**src/inc/fmt_pkg.sv**
```systemverilog
// constants and types for the converter output data format block
package fmt_pkg;
  localparam int SAMPLE_W = 14;
  localparam int WORD_W = SAMPLE_W + 1;
  localparam int FIFO_DEPTH = 4;

  typedef struct packed {
    logic overflow_flag;
    logic [SAMPLE_W-1:0] sample_bits;
  } sample_s;

  // serial configuration frame
  localparam int FRAME_BITS = 16;
  localparam logic [4:0] FRAME_LAST = 5'h0F;
  localparam logic [4:0] ADDR_LAST = 5'h07;
  localparam logic [4:0] FRAME_END = 5'h10;
  localparam logic [4:0] READ_SHIFT_FROM = 5'h09;

  // register offsets
  localparam logic [6:0] RESET_OFFSET = 7'h00;
  localparam logic [6:0] FORMAT_OFFSET = 7'h04;

  // field positions
  localparam int SOFT_RESET_BIT = 7;
  localparam int TEST_PATTERN_LSB = 3;
  localparam int ALT_POLARITY_BIT = 2;
  localparam int SCRAMBLE_BIT = 1;
  localparam int SIGNED_BIT = 0;
  localparam logic [7:0] FORMAT_RESET = 8'h00;
  localparam logic [7:0] FORMAT_USED_MASK = 8'h3F;

  // test pattern codes
  localparam logic [2:0] TP_OFF = 3'h0;
  localparam logic [2:0] TP_ZEROS = 3'h1;
  localparam logic [2:0] TP_ONES = 3'h3;
  localparam logic [2:0] TP_CHECKER = 3'h5;
  localparam logic [2:0] TP_TOGGLE = 3'h7;
  localparam logic [WORD_W-1:0] CHECKER_A = 15'h5555;
  localparam logic [WORD_W-1:0] CHECKER_B = 15'h2AAA;
  localparam logic [WORD_W-1:0] ODD_BITS = 15'h2AAA;
endpackage

```
**src/hdl/output_format.sv**
```systemverilog
// output data format register, serial config port and formatted sample path

////////////////////////////////////////////////////////////////////////////////
module sample_fifo #(
  parameter int WIDTH = 15,
  parameter int DEPTH = 4
) (
  input wire logic sys_clk,
  input wire logic rst,
  input wire logic ce,
  input wire logic in_valid,
  output logic in_ready,
  input wire logic [WIDTH-1:0] in_data,
  output logic out_valid,
  input wire logic out_ready,
  output logic [WIDTH-1:0] out_data
);
  localparam int PW = (DEPTH > 1) ? $clog2(DEPTH) : 1;
  localparam logic [PW:0] FULL_COUNT = (PW+1)'(DEPTH);
  localparam logic [PW-1:0] LAST_PTR = PW'(DEPTH - 1);

  logic [WIDTH-1:0] mem [DEPTH];
  logic [PW-1:0] wr_ptr, next_wr_ptr, rd_ptr, next_rd_ptr;
  logic [PW:0] count, next_count;
  logic push, pop;

  assign in_ready = (count != FULL_COUNT);
  assign out_valid = (count != '0);
  assign out_data = mem[rd_ptr];
  assign push = in_valid && in_ready;
  assign pop = out_valid && out_ready;

  always_comb begin
    next_wr_ptr = wr_ptr;
    next_rd_ptr = rd_ptr;
    next_count = count;
    if (push) begin
      next_wr_ptr = (wr_ptr == LAST_PTR) ? '0 : wr_ptr + 1'b1;
    end
    if (pop) begin
      next_rd_ptr = (rd_ptr == LAST_PTR) ? '0 : rd_ptr + 1'b1;
    end
    if (push && !pop) begin
      next_count = count + 1'b1;
    end else if (pop && !push) begin
      next_count = count - 1'b1;
    end
  end

  always_ff @(posedge sys_clk or posedge rst) begin
    if (rst) begin
      wr_ptr <= '0;
      rd_ptr <= '0;
      count <= '0;
    end else if (ce) begin
      wr_ptr <= next_wr_ptr;
      rd_ptr <= next_rd_ptr;
      count <= next_count;
    end
  end

  // storage holds no reset; an entry is only read out at rd_ptr after it has been written
  always_ff @(posedge sys_clk) begin
    if (ce && push) begin
      mem[wr_ptr] <= in_data;
    end
  end
endmodule

////////////////////////////////////////////////////////////////////////////////
module output_format (
  input wire logic sys_clk,
  input wire logic rst,
  input wire logic ce,
  input wire logic cs_n,
  input wire logic sck,
  input wire logic sdi,
  output logic sdo_o,
  output logic sdo_oe,
  input wire logic in_valid,
  output logic in_ready,
  input wire fmt_pkg::sample_s in_word,
  output logic out_valid,
  input wire logic out_ready,
  output fmt_pkg::sample_s out_word
);
  import fmt_pkg::*;

  typedef enum logic {PORT_IDLE, PORT_SHIFT} port_state_e;

  //////////////////////////////////////////////////////////////////////////////
  // pin synchronisers
  logic [1:0] cs_sync, sck_sync, sdi_sync;
  logic sck_last;
  logic cs_n_s, sck_s, sdi_s, sck_rise, sck_fall;

  always_ff @(posedge sys_clk or posedge rst) begin
    if (rst) begin
      cs_sync <= 2'h3;
      sck_sync <= 2'h0;
      sdi_sync <= 2'h0;
      sck_last <= 1'b0;
    end else if (ce) begin
      cs_sync <= {cs_sync[0], cs_n};
      sck_sync <= {sck_sync[0], sck};
      sdi_sync <= {sdi_sync[0], sdi};
      sck_last <= sck_sync[1];
    end
  end

  assign cs_n_s = cs_sync[1];
  assign sck_s = sck_sync[1];
  assign sdi_s = sdi_sync[1];
  assign sck_rise = sck_s && !sck_last;
  assign sck_fall = !sck_s && sck_last;

  //////////////////////////////////////////////////////////////////////////////
  // serial configuration port and format register
  port_state_e state, next_state;
  logic [4:0] bit_cnt, next_bit_cnt;
  logic [FRAME_BITS-2:0] frame, next_frame;
  logic [7:0] rd_data, next_rd_data;
  logic reading, next_reading;
  logic [7:0] format_reg, next_format_reg;
  logic [6:0] rd_addr;

  assign rd_addr = {frame[5:0], sdi_s};

  always_comb begin
    next_state = state;
    next_bit_cnt = bit_cnt;
    next_frame = frame;
    next_rd_data = rd_data;
    next_reading = reading;
    next_format_reg = format_reg;
    case (state)
      PORT_IDLE: begin
        next_reading = 1'b0;
        if (!cs_n_s) begin
          next_state = PORT_SHIFT;
          next_bit_cnt = '0;
        end
      end
      PORT_SHIFT: begin
        if (cs_n_s) begin
          next_state = PORT_IDLE;
          next_reading = 1'b0;
        end else if (sck_rise && bit_cnt != FRAME_END) begin
          next_frame = {frame[FRAME_BITS-3:0], sdi_s};
          next_bit_cnt = bit_cnt + 1'b1;
          if (bit_cnt == ADDR_LAST && frame[6]) begin
            next_reading = 1'b1;
            next_rd_data = (rd_addr == FORMAT_OFFSET) ? (format_reg & FORMAT_USED_MASK) : 8'h00;
          end
          if (bit_cnt == FRAME_LAST && !frame[FRAME_BITS-2]) begin
            if (frame[13:7] == FORMAT_OFFSET) begin
              next_format_reg = {frame[6:0], sdi_s} & FORMAT_USED_MASK;
            end else if (frame[13:7] == RESET_OFFSET && frame[SOFT_RESET_BIT-1]) begin
              next_format_reg = FORMAT_RESET;
            end
          end
        end else if (sck_fall && reading && bit_cnt >= READ_SHIFT_FROM) begin
          // ones fill in behind the data so the line lets go after the last bit
          next_rd_data = {rd_data[6:0], 1'b1};
        end
      end
      default: begin
        next_state = PORT_IDLE;
      end
    endcase
  end

  always_ff @(posedge sys_clk or posedge rst) begin
    if (rst) begin
      state <= PORT_IDLE;
      bit_cnt <= '0;
      frame <= '0;
      rd_data <= 8'h00;
      reading <= 1'b0;
      format_reg <= FORMAT_RESET;
    end else if (ce) begin
      state <= next_state;
      bit_cnt <= next_bit_cnt;
      frame <= next_frame;
      rd_data <= next_rd_data;
      reading <= next_reading;
      format_reg <= next_format_reg;
    end
  end

  // open drain: only ever pulls low
  assign sdo_o = 1'b0;
  assign sdo_oe = reading && !rd_data[7];

  //////////////////////////////////////////////////////////////////////////////
  // sample path: fifo then formatting stage
  logic f_valid, f_pop;
  logic [WORD_W-1:0] f_data;

  sample_fifo #(.WIDTH(WORD_W), .DEPTH(FIFO_DEPTH)) fifo_i (
    .sys_clk(sys_clk),
    .rst(rst),
    .ce(ce),
    .in_valid(in_valid),
    .in_ready(in_ready),
    .in_data(in_word),
    .out_valid(f_valid),
    .out_ready(f_pop),
    .out_data(f_data)
  );

  logic [2:0] pattern;
  logic alt_pol, scramble, signed_sel;
  logic phase, next_phase;
  logic out_valid_r, next_out_valid;
  logic [WORD_W-1:0] out_r, next_out;
  logic [WORD_W-1:0] shaped;

  assign pattern = format_reg[TEST_PATTERN_LSB +: 3];
  assign alt_pol = format_reg[ALT_POLARITY_BIT];
  assign scramble = format_reg[SCRAMBLE_BIT];
  assign signed_sel = format_reg[SIGNED_BIT];
  assign f_pop = f_valid && (!out_valid_r || out_ready);

  always_comb begin
    shaped = f_data;
    if (signed_sel && !alt_pol) begin
      shaped[SAMPLE_W-1] = ~f_data[SAMPLE_W-1];
    end
    if (scramble) begin
      shaped[SAMPLE_W-1:1] = shaped[SAMPLE_W-1:1] ^ {(SAMPLE_W-1){shaped[0]}};
    end
    if (alt_pol) begin
      shaped = shaped ^ ODD_BITS;
    end
  end

  always_comb begin
    next_phase = phase;
    next_out_valid = out_valid_r;
    next_out = out_r;
    if (out_valid_r && out_ready) begin
      next_out_valid = 1'b0;
    end
    if (f_pop) begin
      next_out_valid = 1'b1;
      next_phase = ~phase;
      case (pattern)
        TP_OFF: next_out = shaped;
        TP_ZEROS: next_out = '0;
        TP_ONES: next_out = '1;
        TP_CHECKER: next_out = phase ? CHECKER_B : CHECKER_A;
        TP_TOGGLE: next_out = phase ? '1 : '0;
        default: next_out = shaped;
      endcase
    end
  end

  always_ff @(posedge sys_clk or posedge rst) begin
    if (rst) begin
      phase <= 1'b0;
      out_valid_r <= 1'b0;
      out_r <= '0;
    end else if (ce) begin
      phase <= next_phase;
      out_valid_r <= next_out_valid;
      out_r <= next_out;
    end
  end

  assign out_valid = out_valid_r;
  assign out_word = out_r;
endmodule

```
**config.mk**
```make
export PLATFORM = sky130hd
export DESIGN_NAME = output_format
export DESIGN_NICKNAME = d
export VERILOG_FILES = /design/src/inc/fmt_pkg.sv /design/src/hdl/output_format.sv
export SDC_FILE = /design/constraint.sdc
export NUM_CORES = 1
export LEC_CHECK = 0
export BUFFER_PORTS_ARGS = -buffer_cell sky130_fd_sc_hd__clkbuf_2
export CAP_MARGIN = 20
export CORE_AREA = 2 2 104 106
export DETAILED_ROUTE_END_ITERATION = 8
export DIE_AREA = 0 0 106 108
export GPL_TIMING_DRIVEN = 0
export PLACE_DENSITY = 0.79
export SYNTH_ARGS = -nofsm -noshare
export SYNTH_HDL_FRONTEND = slang
export SYNTH_SLANG_ARGS = --single-unit
export TNS_END_PERCENT = 5
```
**constraint.sdc**
```tcl
create_clock -name sys_clk -period 3.05 [get_ports sys_clk]
set_clock_uncertainty 0.05 [all_clocks]
set_input_delay 0.1525 -clock sys_clk [delete_from_list [all_inputs] [get_ports sys_clk]]
set_output_delay 0.1525 -clock sys_clk [all_outputs]
set_load 0.02 [all_outputs]
```
### Word-level counts from Yosys, hierarchy flattened

Memories as Yosys holds them, arrays and structs flattened.
Index checks and enable logic that the tools add are counted.

| word-level totals | value |
|---|---|
| word-level logic and storage cells | 118 |
| memory bits (writable) | 60 |
| latch bits | 0 |
| output and inout bits | 19 |
| ROM bits | 0 |
| memories kept | 1 |
| register bits after elaboration | 67 |

Memories:

| name | words | bits a word | read ports | clocked after memory_dff | wr ports | line | text |
|---|---|---|---|---|---|---|---|
| fifo_i.mem | 4 | 15 | 1 | 0 | 1 | output_format.sv:22 | `logic [WIDTH-1:0] mem [DEPTH];` |

| cells by class | value |
|---|---|
| bitwise gates (word level) | 6 |
| $lt $le $gt $ge | 1 |
| $mul | 0 |
| add/subtract/negate cells | 5 |
| equality and inequality tests | 18 |
| multiplexer cells | 29 |
| div/mod/pow operators | 0 |
| reduce and logical (&&, ||, !) cells | 42 |
| shifts and indexed selects | 0 |

Operator list:

| operator | count |
|---|---|
| $pmux 15 s4 | 1 |
| $mux 15 | 2 |
| $mux 8 | 3 |
| $mux 6 | 3 |
| $logic_and 1x1->1 | 17 |
| $mux 5 | 3 |
| $eq 7x3->1 const B | 2 |
| $mux 14 | 1 |
| $mux 13 | 1 |
| $xor 13x13->13 | 1 |
| $pmux 5 s2 | 1 |
| $reduce_and 2->1 | 5 |
| $mux 1 | 9 |
| $logic_not 1->1 | 8 |
| $reduce_and 4->1 | 2 |
| $reduce_bool 2->1 | 4 |
| $logic_not 7->1 | 1 |
| $not 7->7 | 1 |
| $eq 3x3->1 const B | 2 |
| $mux 3 | 2 |
| $ne 3x2->1 const B | 2 |
| $reduce_and 6->1 | 1 |
| $add 5x1->5 const B | 1 |
| $eq 5x3->1 const B | 1 |
| 19 further kinds | 27 |

### Longest topological paths before layout

Gate-level depths: netlist of the first run.

| depth | value |
|---|---|
| depth in word-level cells | 8 |
| mapped depth | 9 |

### Hierarchy

From an unflattened synthesis of the first run, not the netlist that was laid out.

| second synthesis, totals | value |
|---|---|
| cell total of the unflattened synthesis | 362 |
| area, all modules | 5581.6 um2 |

By module, submodules not included:

| module | area an instance (um2) | instances | seq. area each (um2) | cells an instance |
|---|---|---|---|---|
| output_format | 2930.3 | 1 | 1503.9 | 241 |
| sample_fifo | 2651.3 | 1 | 1976.9 | 121 |

### Least setup slack after synthesis of the first run

OpenSTA, ideal clock, no wires.

| timing | value |
|---|---|
| kind | flip-flop to flip-flop |
| from | register bit_cnt[0] |
| to | register rd_data[1] |
| library setup time | 0.125 ns |
| data arrival time | 1.974 ns |
| stages on the path, launching flop included | 7 |
| clock period less this slack | 2.149 ns |
| setup slack | 0.901 ns |
| path through | dfrtp_1 inv_1 ha_1 and4bb_4 or4_4 a21oi_4 mux2_2 |

| between the ends | value |
|---|---|
| longest elaborated chain between the ends | 4 |
| elaborated cells between the ends (all ways) | 10 |

Ends and longest elaborated chain:

| item | line | text |
|---|---|---|
| from (decl) | output_format.sv:120 | `logic [4:0] bit_cnt, next_bit_cnt;` |
| from (signal assigned) | output_format.sv:183 | `bit_cnt <= next_bit_cnt;` |
| $ge 5x4->1 (tied with other cells) | output_format.sv:162 | `end else if (sck_fall && reading && bit_cnt >= READ_SHIFT_FROM) begin` |
| $logic_and 1x1->1 (on tied branches) | output_format.sv:162, output_format.sv:148, output_format.sv:151 |  |
| $reduce_bool 2->1 (no source line) / $ne 2x1->1 (equally long branches) | n/a |  |
| $reduce_and 5->1 (no source line) | n/a |  |
| to (signal assigned) | output_format.sv:185 | `rd_data <= next_rd_data;` |
| to (decl) | output_format.sv:122 | `logic [7:0] rd_data, next_rd_data;` |

Several ways; a longest one is shown, not always the timed one.
A chain may end at the register's enable or synchronous reset.

### Worst setup path after layout of the first run

| timing | value |
|---|---|
| from | register bit_cnt[0] |
| to | register frame[2] |

| between the ends | value |
|---|---|
| longest elaborated chain between the ends | 3 |

Ends and longest elaborated chain:

| item | line | text |
|---|---|---|
| $ne 5x5->1 | output_format.sv:148 | `end else if (sck_rise && bit_cnt != FRAME_END) begin` |
| $logic_and 1x1->1 | output_format.sv:148 |  |
| $reduce_and 4->1 (no source line) | n/a |  |
| to (signal assigned) | output_format.sv:184 | `frame <= next_frame;` |
| to (decl) | output_format.sv:121 | `logic [FRAME_BITS-2:0] frame, next_frame;` |

No other way between the ends.

==> results of run 1 <==
## final timing paths
check	from	end	slack [ps]
worst max-delay path	bit_cnt[0]$_DFFE_PP0P_	frame[2]$_DFFE_PP0P_	720
worst min-delay path	ce	sck_sync[1]$_DFFE_PP0P_	50
worst max register to register	bit_cnt[0]$_DFFE_PP0P_	frame[2]$_DFFE_PP0P_	720
worst min register to register	frame[14]$_DFFE_PP0P_	frame[14]$_DFFE_PP0P_	440
max in group asynchronous	rst	rd_data[4]$_DFFE_PP0P_	2160
min in group asynchronous	rst	fifo_i.wr_ptr[1]$_DFFE_PP0P_	170
## metrics by stage
step | cells | area, um2 | setup WS [ps] | hold slack [ps]
global route | 645 | 6730 | 429 | 59.9
global placement | 594 | 5970 | 387 | 316
CTS | 645 | 6730 | 719 | 22.5
floorplan | 419 | 5600 | 901 | 201
detailed placement | 595 | 5990 | 738 | 162
finish | 645 | 6730 | 722 | 47.8
## cells in the final DEF (no fill, tap or decap), types with 7 or more instances in the layout
master and count:
mux2_2 18, clkbuf_16 16, nor2_1 11, nand3b_1 8
ha_1 10, nor3_1 11, dlygate4sd3_1 20, mux2i_1 8
dfrtp_1 65, a22o_1 7, a21oi_1 10, o22ai_1 7
and2_1 8, nand2_1 60, mux4_2 15, edfxtp_1 60
o22a_1 8, clkbuf_1 16, a211oi_1 7, nor4_1 8
clkbuf_2 39, inv_1 22
## worst reg2reg max path, cell delays in order (launching register included)
cell,delay (ps)
dfrtp_1,420
inv_1,90
ha_1,190
and4bb_4,210
nor3_1,250
clkbuf_1,400
clkbuf_1,410
nand2_1,150
nand2_1,100
## logic make-up after synthesis
kind of cell | count (synthesis) | share of synthesized area, %
flops | 127 | 62.1
buf+inv | 46 | 3.55
fa+ha+maj | 11 | 2.59
simple gates | 128 | 11.5
xor+xnor | 7 | 1.09
compound gates | 58 | 8.04
other cells | 1 | 0.0669
mux | 41 | 11.1
## layout make-up
class	count	area [um2]	area share [%]
sequential	127	3480	51.7
clock buffer	19	422	6.27
clock inverter	11	120	1.78
timing repair buffer	60	415	6.17
tap	136	170	2.53
buffer	23	113	1.67
inverter	23	86.3	1.28
multi-input combinational	246	1920	28.6
## power by group
part	total, mW	internal [mW]	switching, mW
logic	1.57	0.716	0.858
registers	2.32	2.11	0.213
clock network	1.85	1.14	0.702
## metal layers
layer  up-vias  global-route usage [%]  part of all wire [%]
met2        82                    39.1                    54
met5         -                       0                     0
li1       1683                       -                     -
met1      1814                    26.3                    40
met3        24                    5.73                   3.5
met4         0                    9.77                   2.4
## repair_timing
item                      CTS  global route
gates resized for setup     0             0
hold endpoints to repair   88             0
hold buffers               20             0
==> results.txt, run 1 <==
- The most used flip-flop cell after synthesis is dfrtp_1.
- The analysis attributes to cell leakage a power of 2.81 nW.
- The routed layout has 3603 vias.
- The via count of the first global-routing pass was 3831.
- CP max-delay cell: dfrtp_1
- Count of different cell masters after synthesis: 54
- Number of logic stages on the critical path including buffering: 8
* Remaining global-route overflow: 0
- Cells fill 65.8% of the core in the end.
- Compared with the post-synthesis result, the final layout area differs by 20.1%.
* Final ANT Viol Nets: 0
* Number of maximum-capacitance constraint violations: 0
- Status: finished, final reports clean
- Buffer count from post-CTS setup fixing: 0
- Routed wire length: 11500 um
- Crit path cell chain: inv_1 > ha_1 > and4bb_4 > nor3_1 > clkbuf_1 > clkbuf_1 > nand2_1 > nand2_1
* Filler cells: 718
- At the pin with the least slew margin, the transition time is 832 ps.
* Register name with the most flops: fifo_i.mem
- Worst r2r path cells: 8
- First DRT Iteration DRCs: 203
* Clock sink count: 127
* Io pins: 42
- Syn_area_per_cell: 13.4 um2
- In the final routed layout, each cell accounts on average for 17.9 um.
* Async set-reset flop share out of synthesis: 52.8%
* Largest net degree at the start of global routing: 44
- Max FFs per register: 60
- The worst hold path was traced through 2 stages.
- Clock period minus worst slack: 2330 ps
* Core Area: 10200 um2
* Final weighted congestion in routability-driven placement: 0.840
- Remaining max-slew budget at the tightest pin: 44.5%
- Vias per Instance: 5.59
- Crit path buf inv count: 3
* Max Fanout on Critical Path: 10
* Synth Register Bits: 127
- Die Span Y: 108 um
* Maximum frequency from static timing analysis: 430 MHz
- Across the VDD grid, the largest voltage drop is 0.000692 V.
* Dpl hpwl: 7110 um
- Area share of the leading cell type in the synthesized netlist: 32.2%
- Clock-pin slew was measured on the worst setup and hold paths at 60 ps.
* DRC violation count after routing: 0
* Net count after synthesis: 453
- Most numerous cell types in the synthesized netlist: dfrtp_1, edfxtp_1, nand2_1
- CTS built an H-tree with a depth of 4.
- The root buffer cell chosen for the clock tree is clkbuf_8.
- TritonCTS built the clock tree.
* Share of final-layout standard cells stronger than drive strength 1: 24.4%
- Floorplan die width: 106 um
- The number of pins exceeding their max-slew limit in the final report is 0.
* Required arrival time at the worst endpoint: 3460 ps
* Largest stage delay on the critical path: 420 ps
- Number of port buffers: 39
* DIE AREA: 11400 um2
- Unrepaired setup endpoints after global routing: false
- Period utilization: 76.3%
- In the final design database the tool counted 532 nets.
- Number of buffers created by CTS: 17
- The clock passes through at most 2 buffers.
* Final count of hold timing violations: 0
- After routing, the total negative slack on setup checks comes to 0 ps.
- Row generation in the floorplan step produced 37 rows.
* Ant diodes: 0
- The Yosys step of the flow raised 0 warnings.
* Critical Path AT: 2740 ps
* Most frequently used cell type in the post-synthesis netlist: dfrtp_1
- CP Launch Type: flip-flop
- The kind of cell with the highest combined delay along the critical path is buffers and inverters.
- In this run the power density over the cells is 853 nW/um2.
* Sequential element share of the synthesized area: 62.1%
- Of all cell types, the one taking the most synthesized area is edfxtp_1.
- Setup violators final: 0
- The first detailed-routing pass took 5 iterations.
- The first global-routing pass estimated 19200 um of wire.
- Antenna violations before repair: 0
- Critical path class: flip-flop to flip-flop
- Count of flip-flops with a built-in enable after synthesis: 60
* Category of the worst setup path capture point: flip-flop
- Cell count after synthesis: 419
* PnR Total Power: 5.74 mW
* Initial Util: 54.8%
- Top cells by area, synth: edfxtp_1, dfrtp_1, mux4_2, nand2_1, mux2_2
* Clock latency on the worst-skew pair: 530 ps
* Netlist Area Pre-Place: 5600 um2
* Path class of the lowest-slack min-delay path: input port to flip-flop
- For this run, the total global-route usage over all layers was measured as 22.3%.
Note: power is estimated with default switching activity, not from simulation.
==> inputs of run 2 (changes only) <==
clock period = 2.3 ns   (was 3.05 ns; I/O delays follow)
==> run 2 against run 1 <==
  * Sequential power increased by 33%
  * Global-route usage about the same
  * Hold slack improved by 63 ps
  * First-iteration DRC count decreased by 22%
  * Die area unchanged
  * Register-to-register slack got worse by 640 ps
  * Cell count increased by 0.31%
  * Via count decreased by 0.25%
  * Critical path depth decreased by 2
  * Clock power increased by 33%
  * Fmax increased by 4.8%
  * Combinational power increased by 34%
==> results.txt, run 2 (same netlist as run 1, synthesis figures left out) <==
- Remaining global-route overflow: 0
- The smallest clock period supported by the final layout is computed as 2220 ps.
* Most common cell after layout, fill and taps aside: dfrtp_1
- Measured against its own limit, the worst slew margin works out to 45.1%.
* Worst-Margin Slew: 824 ps
- Clk slew on worst S/H paths: 50 ps
* Buffer cell driving the clock tree root: clkbuf_8
- Die Span Y: 108 um
- Across the VDD grid, the largest voltage drop is 0.000918 V.
* Category of the worst setup path capture point: flip-flop
* Number of maximum-capacitance constraint violations: 0
* DRC violation count after routing: 0
- Critical Path AT: 2580 ps
- Once detailed placement completed, the half-perimeter wirelength came to 7110 um.
- For this run, the share of the core covered by cells in the final layout is 66.1%.
- Based on the critical path, the design can be clocked at up to 450 MHz.
* CTS tree: yes
- The initialized floorplan defines 37 standard-cell rows.
* Leakage power: 2.83 nW
- In this run, CTS created clock tree buffers numbering 17.
- Worst setup slack after layout: 78.6 ps
- Placed cells: 595
* CP Launch Type: flip-flop
- Antenna violations before repair: 0
- Path class of the lowest-slack min-delay path: input port to flip-flop
- Cell area after placement: 5990 um2
- Entering global routing, the biggest net connects 44 pins.
* PnR Total Power: 7.64 mW
* Number of port buffers: 39
- Total number of H-tree levels: 4
- Global routing used 22.4% of the available tracks across all layers.
* First element of the critical path: bit_cnt[0]$_DFFE_PP0P_
- Clock sink count: 127
* Required arrival time at the worst endpoint: 2650 ps
- The net count of the finished layout is 534.
* Maximum buffer depth of the clock tree: 2
- DIE AREA: 11400 um2
* Hold_ws: 111 ps
* Critical path class: flip-flop to flip-flop
* Floorplan die width: 106 um
- For the worst-skew pair, the clock arrives at the later sink with an insertion delay of 540 ps.
* Core Area: 10200 um2
* Ant diodes: 0
- Final count of hold timing violations: 0
* Period utilization: 96.6%
- Via count of the first global-routing pass: 3855
- Unrepaired setup endpoints after global routing: true
- Routed length per instance: 17.9 um
- Adding up every negative setup slack in the final design gives 0 ps.
* Worst reg2reg endpoint: rd_data[4]$_DFFE_PP0P_
- DR vias: 3594
* Area growth from synthesis to layout: 20.7%
* Io pins: 42
- Max Fanout on Critical Path: 7
* CP Capture Point: rd_data[4]$_DFFE_PP0P_
- Initial Util: 54.8%
* PwrDens: 1130 nW/um2
* Total iterations of the first detailed-routing run: 4
* Final ANT Viol Nets: 0
* Total count of max-transition violations in the final report: 0
- Vias per Instance: 5.55
- Routed wire length: 11600 um
* Share of final-layout standard cells stronger than drive strength 1: 25.8%
* Setup violators final: 0
- The register with the most flip-flops in the layout has 60 of them.
* Register name with the most flops: fifo_i.mem
- Pre-CTS worst setup slack: -12.2 ps
* Leading cell types in the layout, fill and taps excluded: dfrtp_1, nand2_1, edfxtp_1, clkbuf_2
- Final weighted congestion in routability-driven placement: 0.840
- RR Startpoint: bit_cnt[0]$_DFFE_PP0P_
* Count of placed standard cells in the final layout, fillers left out: 647
- The first global-routing pass estimated 19200 um of wire.
- Worst r2r path cells: 6
- The run finished with clean final reports.
* Post-route design area: 6760 um2
* R2R Setup Slk: 80 ps
- For this block, the initial DRC count from the detailed router was 159.
run 2: cell types whose count changed in the layout (fill, tap and decap cells not counted), sizes merged:
cell / change
clkbuf: +1
dlygate4sd3: +1
run 2: layout make-up:
| class | count | area [um2] |
|---|---|---|
| flip-flops and latches | 127 | 3480 |
| fillers | 710 | 3470 |
| multi-input cells | 246 | 1930 |
| repair buffers | 62 | 433 |
| clock buffers | 19 | 422 |
| well taps | 136 | 170 |
| clock inverters | 11 | 120 |
| plain buffers | 23 | 120 |
| inverters | 23 | 86.3 |
run 2: routing by layer:
metal / vias to the layer above / global-route usage [%] / wire length, um
met5: - / 0 / 0
met4: 0 / 9.77 / 307
met1: 1809 / 26.3 / 4690
li1: 1684 / - / -
met3: 28 / 5.73 / 362
met2: 73 / 39.2 / 6220
run 2: critical path, stage by stage (launching register included):
cell	delay, ps
dfrtp_2	400
inv_1	70
ha_1	190
and4bb_4	210
or4_4	550
a21oi_4	260
mux2_2	370
run 2: power by group:
| group | switching, mW | internal [mW] | total [mW] |
|---|---|---|---|
| Clock | 0.938 | 1.52 | 2.46 |
| Combinational | 1.15 | 0.960 | 2.11 |
| Sequential | 0.283 | 2.80 | 3.08 |
| Total | 2.37 | 5.28 | 7.64 |
run 2: timing repair:
action                                  CTS  global route
pin swaps                                 1             1
endpoints found under the hold margin    89             0
setup buffers                             1             0
endpoints found under the setup margin    6            20
hold buffers                             21             0
resized for setup                         1            10
run 2: worst min-delay path by stage:
stage	startpoint	endpoint	cells after the start
2_1_floorplan	in_word[0]	fifo_i.mem[0][0]$_DFFE_PP_	0
3_3_place_gp	in_word[14]	fifo_i.mem[0][14]$_DFFE_PP_	1
3_5_place_dp	rst	fifo_i.wr_ptr[0]$_DFFE_PP0P_	2
4_1_cts	in_valid	fifo_i.wr_ptr[0]$_DFFE_PP0P_	3
5_1_grt	in_valid	fifo_i.wr_ptr[1]$_DFFE_PP0P_	3
6_report	in_valid	fifo_i.count[2]$_DFFE_PP0P_	6
